<file path="src/core/fscc_pkg.sv">
// Package of constants and types for the full-scan chain control block.
// Functional notes
// - Every chain storage flop is a multiplexed scan flop taking either functional or serial scan data; the output registers are plain flops.
// - Shift mode is chosen by the scan shift select input, driven by the tester; capture mode also needs the test-fixing input high.
// - In shift mode the scan flops form a serial shift register moving one place per clock edge.
// - In capture mode the loaded state drives the functional logic and the next edge captures the response.
// - Scan shift select comes from its own dedicated input pin shared with nothing else.
// - While shifting, the asynchronous set and reset of the scan flops are held inactive.
// - While shifting, the bidirectional pin direction controls are forced to a fixed known direction.
// - Every scan flop clock comes straight from the external clock pin with no divider in between.
// - Each chain takes its serial input from a scan data input pin, a dedicated input that needs no direction control.
// - Each chain drives its last stage onto a scan data output pin, held as output during test.
// - The test-fixing input holds asynchronous logic at fixed values and fixes the scan output and bidirectional pin directions.
package fscc_pkg;
	localparam int          CHAIN_COUNT  = 2;
	localparam int          CHAIN_LENGTH = 8;
	localparam int          DATA_WIDTH   = CHAIN_COUNT * CHAIN_LENGTH;
	localparam int          BIDIR_WIDTH  = 4;
	localparam logic [15:0] STATE_RESET  = 16'h0000;
	localparam logic        SHIFT_ACTIVE = 1'b1;
	localparam logic        PIN_IN_DIR   = 1'b0;
	localparam logic        PIN_OUT_DIR  = 1'b1;
	typedef enum logic [1:0] {
		FSCC_FUNCTIONAL,
		FSCC_SHIFT,
		FSCC_CAPTURE
	} fscc_mode_type;
endpackage

</file>
<file path="src/core/fscc_flop_if.sv">
// Interface carrying the control lines shared by all scan flops.
`timescale 1ns/1ps
interface fscc_flop_if;
	logic shift_sel;
	logic async_clear;
	modport ctrl (output shift_sel, output async_clear);
	modport flop (input shift_sel, input async_clear);
endinterface

</file>
<file path="src/core/fscc_muxed_scan_flop.sv">
// One multiplexed scan flop whose asynchronous-clear request overrides both data inputs.
`timescale 1ns/1ps
module fscc_muxed_scan_flop (
	input  wire logic  mclk,
	input  wire logic  sys_rst,
	fscc_flop_if.flop  ctl,
	input  wire logic  func_d,
	input  wire logic  scan_d,
	output logic       q
);
	import fscc_pkg::*;
	logic next_q;
	always_comb begin
		if (ctl.async_clear)
			next_q = 1'b0;
		else if (ctl.shift_sel == SHIFT_ACTIVE)
			next_q = scan_d;
		else
			next_q = func_d;
	end
	// Clock is the raw pin clock; no divider may sit in front of it.
	always_ff @(posedge mclk) begin
		if (sys_rst)
			q <= 1'b0;
		else
			q <= next_q;
	end
endmodule

</file>
<file path="src/core/fscc_top.sv">
// Scan-wrapped example core with chain control and pin direction fixing.
`timescale 1ns/1ps
module fscc_top #(
	parameter int CHAINS = fscc_pkg::CHAIN_COUNT,
	parameter int LENGTH = fscc_pkg::CHAIN_LENGTH,
	parameter int BIDIRS = fscc_pkg::BIDIR_WIDTH
) (
	input  wire logic              mclk,
	input  wire logic              sys_rst,
	input  wire logic              scan_shift_select,
	input  wire logic              test_fixing_input,
	input  wire logic [CHAINS-1:0] scan_in,
	output logic      [CHAINS-1:0] scan_out,
	output logic      [CHAINS-1:0] scan_out_oe,
	input  wire logic              func_clear,
	input  wire logic [BIDIRS-1:0] bidir_i,
	output logic      [BIDIRS-1:0] bidir_o,
	output logic      [BIDIRS-1:0] bidir_oe,
	output logic      [1:0]        mode
);
	import fscc_pkg::*;

	// A chain needs a head stage and a body stage to shift at all.
	if (CHAINS < 1 || LENGTH < 2 || BIDIRS < 1) begin : g_bad_size
		$error("fscc_top: unsupported chain or pin sizing.");
	end

	localparam int NFLOP = CHAINS * LENGTH;

	////////////////////////////////////////////////////////////////////////
	fscc_flop_if ctl ();
	logic [NFLOP-1:0] q;
	logic [NFLOP-1:0] func_d;
	logic [NFLOP-1:0] scan_d;

	// Dedicated pin: the select reaches the flops with no other source.
	assign ctl.shift_sel = scan_shift_select;
	// Functional clear is suppressed while shifting, and pinned off by the
	// test-fixing input so a capture cannot be spoiled by an async path.
	assign ctl.async_clear = func_clear && !scan_shift_select
		&& !test_fixing_input;

	////////////////////////////////////////////////////////////////////////
	// Example functional logic: each chain word rotates and mixes in the
	// pin inputs, so capture mode observes a real combinational response.
	genvar c, s;
	generate
		for (c = 0; c < CHAINS; c++) begin : g_chain
			for (s = 0; s < LENGTH; s++) begin : g_stage
				localparam int I = c * LENGTH + s;
				localparam int P = c * LENGTH + ((s + LENGTH - 1) % LENGTH);
				assign func_d[I] = q[P] ^ bidir_i[I % BIDIRS];
				if (s == 0) begin : g_head
					assign scan_d[I] = scan_in[c];
				end else begin : g_body
					assign scan_d[I] = q[I-1];
				end
				fscc_muxed_scan_flop u_flop (
					.mclk    (mclk),
					.sys_rst (sys_rst),
					.ctl     (ctl),
					.func_d  (func_d[I]),
					.scan_d  (scan_d[I]),
					.q       (q[I])
				);
			end
		end
	endgenerate

	////////////////////////////////////////////////////////////////////////
	// Output registers: every top output comes from a flop. The pin
	// outputs are themselves muxed scan flops in spirit, but are kept off
	// the chains so the tester sees a stable chain length.
	logic [CHAINS-1:0] next_scan_out;
	logic [CHAINS-1:0] next_scan_out_oe;
	logic [BIDIRS-1:0] next_bidir_o;
	logic [BIDIRS-1:0] next_bidir_oe;
	fscc_mode_type     next_mode;

	always_comb begin
		next_scan_out    = '0;
		next_scan_out_oe = '0;
		for (int k = 0; k < CHAINS; k++) begin
			next_scan_out[k] = q[k*LENGTH + LENGTH - 1];
			if (scan_shift_select || test_fixing_input)
				next_scan_out_oe[k] = PIN_OUT_DIR;
			else
				next_scan_out_oe[k] = PIN_IN_DIR;
		end
		for (int k = 0; k < BIDIRS; k++) begin
			next_bidir_o[k] = q[k % NFLOP];
			if (scan_shift_select)
				next_bidir_oe[k] = PIN_IN_DIR;
			else if (test_fixing_input)
				next_bidir_oe[k] = PIN_IN_DIR;
			else
				next_bidir_oe[k] = q[NFLOP - 1 - (k % NFLOP)];
		end
		if (scan_shift_select == SHIFT_ACTIVE)
			next_mode = FSCC_SHIFT;
		else if (test_fixing_input)
			next_mode = FSCC_CAPTURE;
		else
			next_mode = FSCC_FUNCTIONAL;
	end

	always_ff @(posedge mclk) begin
		if (sys_rst) begin
			scan_out    <= '0;
			scan_out_oe <= '0;
			bidir_o     <= '0;
			bidir_oe    <= '0;
			mode        <= FSCC_FUNCTIONAL;
		end else begin
			scan_out    <= next_scan_out;
			scan_out_oe <= next_scan_out_oe;
			bidir_o     <= next_bidir_o;
			bidir_oe    <= next_bidir_oe;
			mode        <= next_mode;
		end
	end
endmodule

</file>
<file path="config.mk">
export PLATFORM = sky130hd
export DESIGN_NAME = fscc_top
export DESIGN_NICKNAME = d
export VERILOG_FILES = /design/src/core/fscc_pkg.sv /design/src/core/fscc_flop_if.sv /design/src/core/fscc_muxed_scan_flop.sv /design/src/core/fscc_top.sv
export SDC_FILE = /design/constraint.sdc
export NUM_CORES = 1
export LEC_CHECK = 0
export ABC_CLOCK_PERIOD_IN_PS = 1500
export BUFFER_PORTS_ARGS = -buffer_cell sky130_fd_sc_hd__buf_2
export CELL_PAD_IN_SITES_DETAIL_PLACEMENT = 0
export CELL_PAD_IN_SITES_GLOBAL_PLACEMENT = 1
export CORE_ASPECT_RATIO = 1.25
export CORE_MARGIN = 3
export CORE_UTILIZATION = 41
export CTS_CLUSTER_DIAMETER = 100
export DETAILED_ROUTE_END_ITERATION = 10
export PLACE_DENSITY_LB_ADDON = 0.1
export SLEW_MARGIN = 20
export SYNTH_ARGS = -nofsm -noshare
export SYNTH_HDL_FRONTEND = slang
export SYNTH_SLANG_ARGS = --single-unit
</file>
<file path="constraint.sdc">
create_clock -name mclk -period 1.5 [get_ports mclk]
set_input_delay 0.15 -clock mclk [delete_from_list [all_inputs] [get_ports mclk]]
set_output_delay 0.15 -clock mclk [all_outputs]
set_load 0.01 [all_outputs]
</file>
==> metrics <==
outcome completed; number of hold buffers added after CTS 0; Power per Cell Area between 1000 and 1500 nW/um^2; CP max-delay cell dfxtp_1; Mean Syn Cell Area 10.9 um^2; switch share 24.1%; mapped cell area slightly below 1000 um^2; max_slew headroom 66.3%; cell-by-cell listing of the critical path buf_2; main combinational cell family by area after synthesis simple AND/OR/NAND/NOR gates; Detail Route Antenna Nets 0; per-cell routed wire length 10.3 um; mux cell area share after synthesis 2.04%; Non-Filler Instances between 100 and 150; final hold violations 0; Die ar. around 3000 um^2; count leader, synth dfxtp_1; Yosys top cell area share approximately 59%; number of max-cap violations 0; DRT iter0 DRCs 12; simple logic cell fraction of the synthesized area roughly 18%; first-pass GRT wire length about 2.5 mm; Core Box Area around 2200 um^2; Startpoint Class flip-flop; sequential power share 58.9%; Synth Warn # 0; fin. max-slew vios 0; Post-Synth Adder-Cell Area 0%; worst slew pin tran just over 500 ps; CTS resizes 0; filler cell count between 200 and 250; CP peak stage delay around 320 ps; CP Data Required Time 1350 ps; CTS tree built; Pre-Repair DR Iteration Count 4; CTS HTree Levels 2; Post-Synth XOR/XNOR Area 14.3%; GRT overflow 0; Crit Path Max Fanout 2; CP arrival 760 ps; Crit path max-delay family flip-flops; Post-Synthesis Cells 90; Max clock buf depth 2; top_reg_cell synth dfxtp_1; VDD IR max about 0.76 mV; I/O Pins 25; worst min path class in -> reg; share of cells above drive strength 1 27.6%; unrepaired setup endpoints after global routing no; leading area contributor after synthesis dfxtp_1; FF+latch count, synth 29; distinct cell type count after synthesis 15; clk sinks 29; GRT Total Usage between 10% and 20%; routability cong. just over 0.7; leakage roughly 0.5 nW; Die Height 60.7 um; number of synthesized flops with an enable pin 0; clock period minus worst slack around 900 ps; syn nets between 100 and 150; via count of the first global-routing pass between 500 and 600; TNS Setup 0 ps; ys async rst share 0%; postcts setup bufs 0; Antenna Cells 0; residual DRC count 0; TritonCTS Buffers 5; Nets about 130; fmax between 1 and 1.5 GHz; Synth Area in Compound Gates ~1.5%; Buf+Inv Stages, Crit Path 1; die width about 50 um; combinational power share around a tenth; sw power 0.000343 W; most frequent cells after synthesis dfxtp_1 (29), nor2_1 (17), xnor2_1 (14), nor2b_1 (11), and2_1 (4); CP Capture Type output pin; # rows 19; fin crit share between 60% and 70%; ranking of synthesized cells by area dfxtp_1 (59%), xnor2_1 (12%), nor2b_1 (7.0%), nor2_1 (6.5%), and2_1 (2.5%); Worst-path clk slew roughly 90 ps; final setup vio count 0; Initial Util a little over two fifths; Clk pwr share a little under a third; Clock Skews 4.01 ps; Via density ~4; Layout area overhead 16.8%; initial antenna violation count 0; final wirelength 1.51 mm; vias between 600 and 700; Int Power ~0.0011 W; clock insertion delay at the later pin of the skew report 320 ps; CTS root buf clkbuf_4; pin count of the biggest net entering global routing 17; post-synthesis sequential area ratio about three fifths; kind of critical path reg -> out; IO buf count 24; dpl cells approximately 140; HPWL after DPL about 1.1 mm
-- flip-flops by register name, summed over array words and instances (netlist names) --
register	count
g_chain.g_stage.u_flop.q	16
bidir_o	4
bidir_oe	4
mode	2
scan_out	2
scan_out_oe	1
-- power by group through the flow --
stage	clock network, W	logic, W	registers [W]
after global placement	0	0.000148	0.000859
after CTS	0.000451	0.000150	0.000840
final	0.000439	0.000147	0.000840
after floorplan	0	0.000109	0.000862
after detailed placement	0	0.000149	0.000858
after global routing	0.000500	0.000166	0.000846
-- kinds of logic (layout without fill, tap and decap cells) --
logic type,Yosys count,after routing
compound gates,1,1
simple gates,35,35
xor+xnor,16,16
mux,2,2
buf+inv,7,33
flops,29,29
-- metrics by stage --
stage / total power (W) / hold WS [ps] / utilization [%] / setup WS, ps / cell area (um^2)
final: 0.00142 / 61.0 / 51.3 / 589 / 1150
after global routing: 0.00151 / 55.9 / 51.3 / 529 / 1150
after CTS: 0.00144 / 48.2 / 51.3 / 565 / 1150
after detailed placement: 0.00101 / 393 / 49.2 / 345 / 1100
after global placement: 0.00101 / 388 / 49.2 / 351 / 1100
after floorplan: 0.000971 / 274 / - / 661 / 982
-- worst register-to-register path: stages (launching register included) --
cell     delay (ps)
dfxtp_1         330
xor2_1          140
mux2i_1         120
nor2_1           50
-- placed cells by master, fill, tap and decap left out --
cell	n
a21o_4	1
clkbuf_1	3
clkbuf_4	5
nor2b_1	11
nor3b_1	1
nor3_1	1
nor2_2	1
xor2_1	2
xnor2_1	14
buf_4	1
buf_2	24
dfxtp_1	29
and2_1	4
nor2_1	17
mux2i_1	2
-- area by class of cell --
type                       instances  area [um^2]  area share [%]
tap                               31         38.8            3.38
multi-input combinational         54          352            30.6
timing repair buffer              25          128            11.1
clock buffer                       8         48.8            4.25
sequential                        29          581            50.6
-- path summary, 6_finish.rpt --
| check | cells past startpoint | slack [ps] | start | to |
|---|---|---|---|---|
| hold reg to reg | 1 | 480 | g_chain[0].g_stage[0].u_flop.q$_SDFF_PP0_ | bidir_o[0]$_SDFF_PP0_ |
| hold / removal | 3 | 60 | scan_in[0] | g_chain[0].g_stage[0].u_flop.q$_SDFF_PP0_ |
| setup / recovery | 1 | 590 | scan_out_oe[0]$_SDFF_PP0_ | scan_out_oe[0] |
| setup reg to reg | 3 | 750 | g_chain[1].g_stage[7].u_flop.q$_SDFF_PP0_ | g_chain[1].g_stage[0].u_flop.q$_SDFF_PP0_ |
-- layer usage --
metal / up-vias / track usage (%) / wire, um / part of all wire [%]
met5: - / 0 / 0 / 0
met4: 0 / 8.30 / 29 / 1.9
met3: 4 / 5.90 / 111 / 7.4
met2: 23 / 17.8 / 677 / 45
met1: 258 / 13.6 / 690 / 46
li1: 318 / - / - / -
No activity file was read; power rests on OpenSTA's default activity.
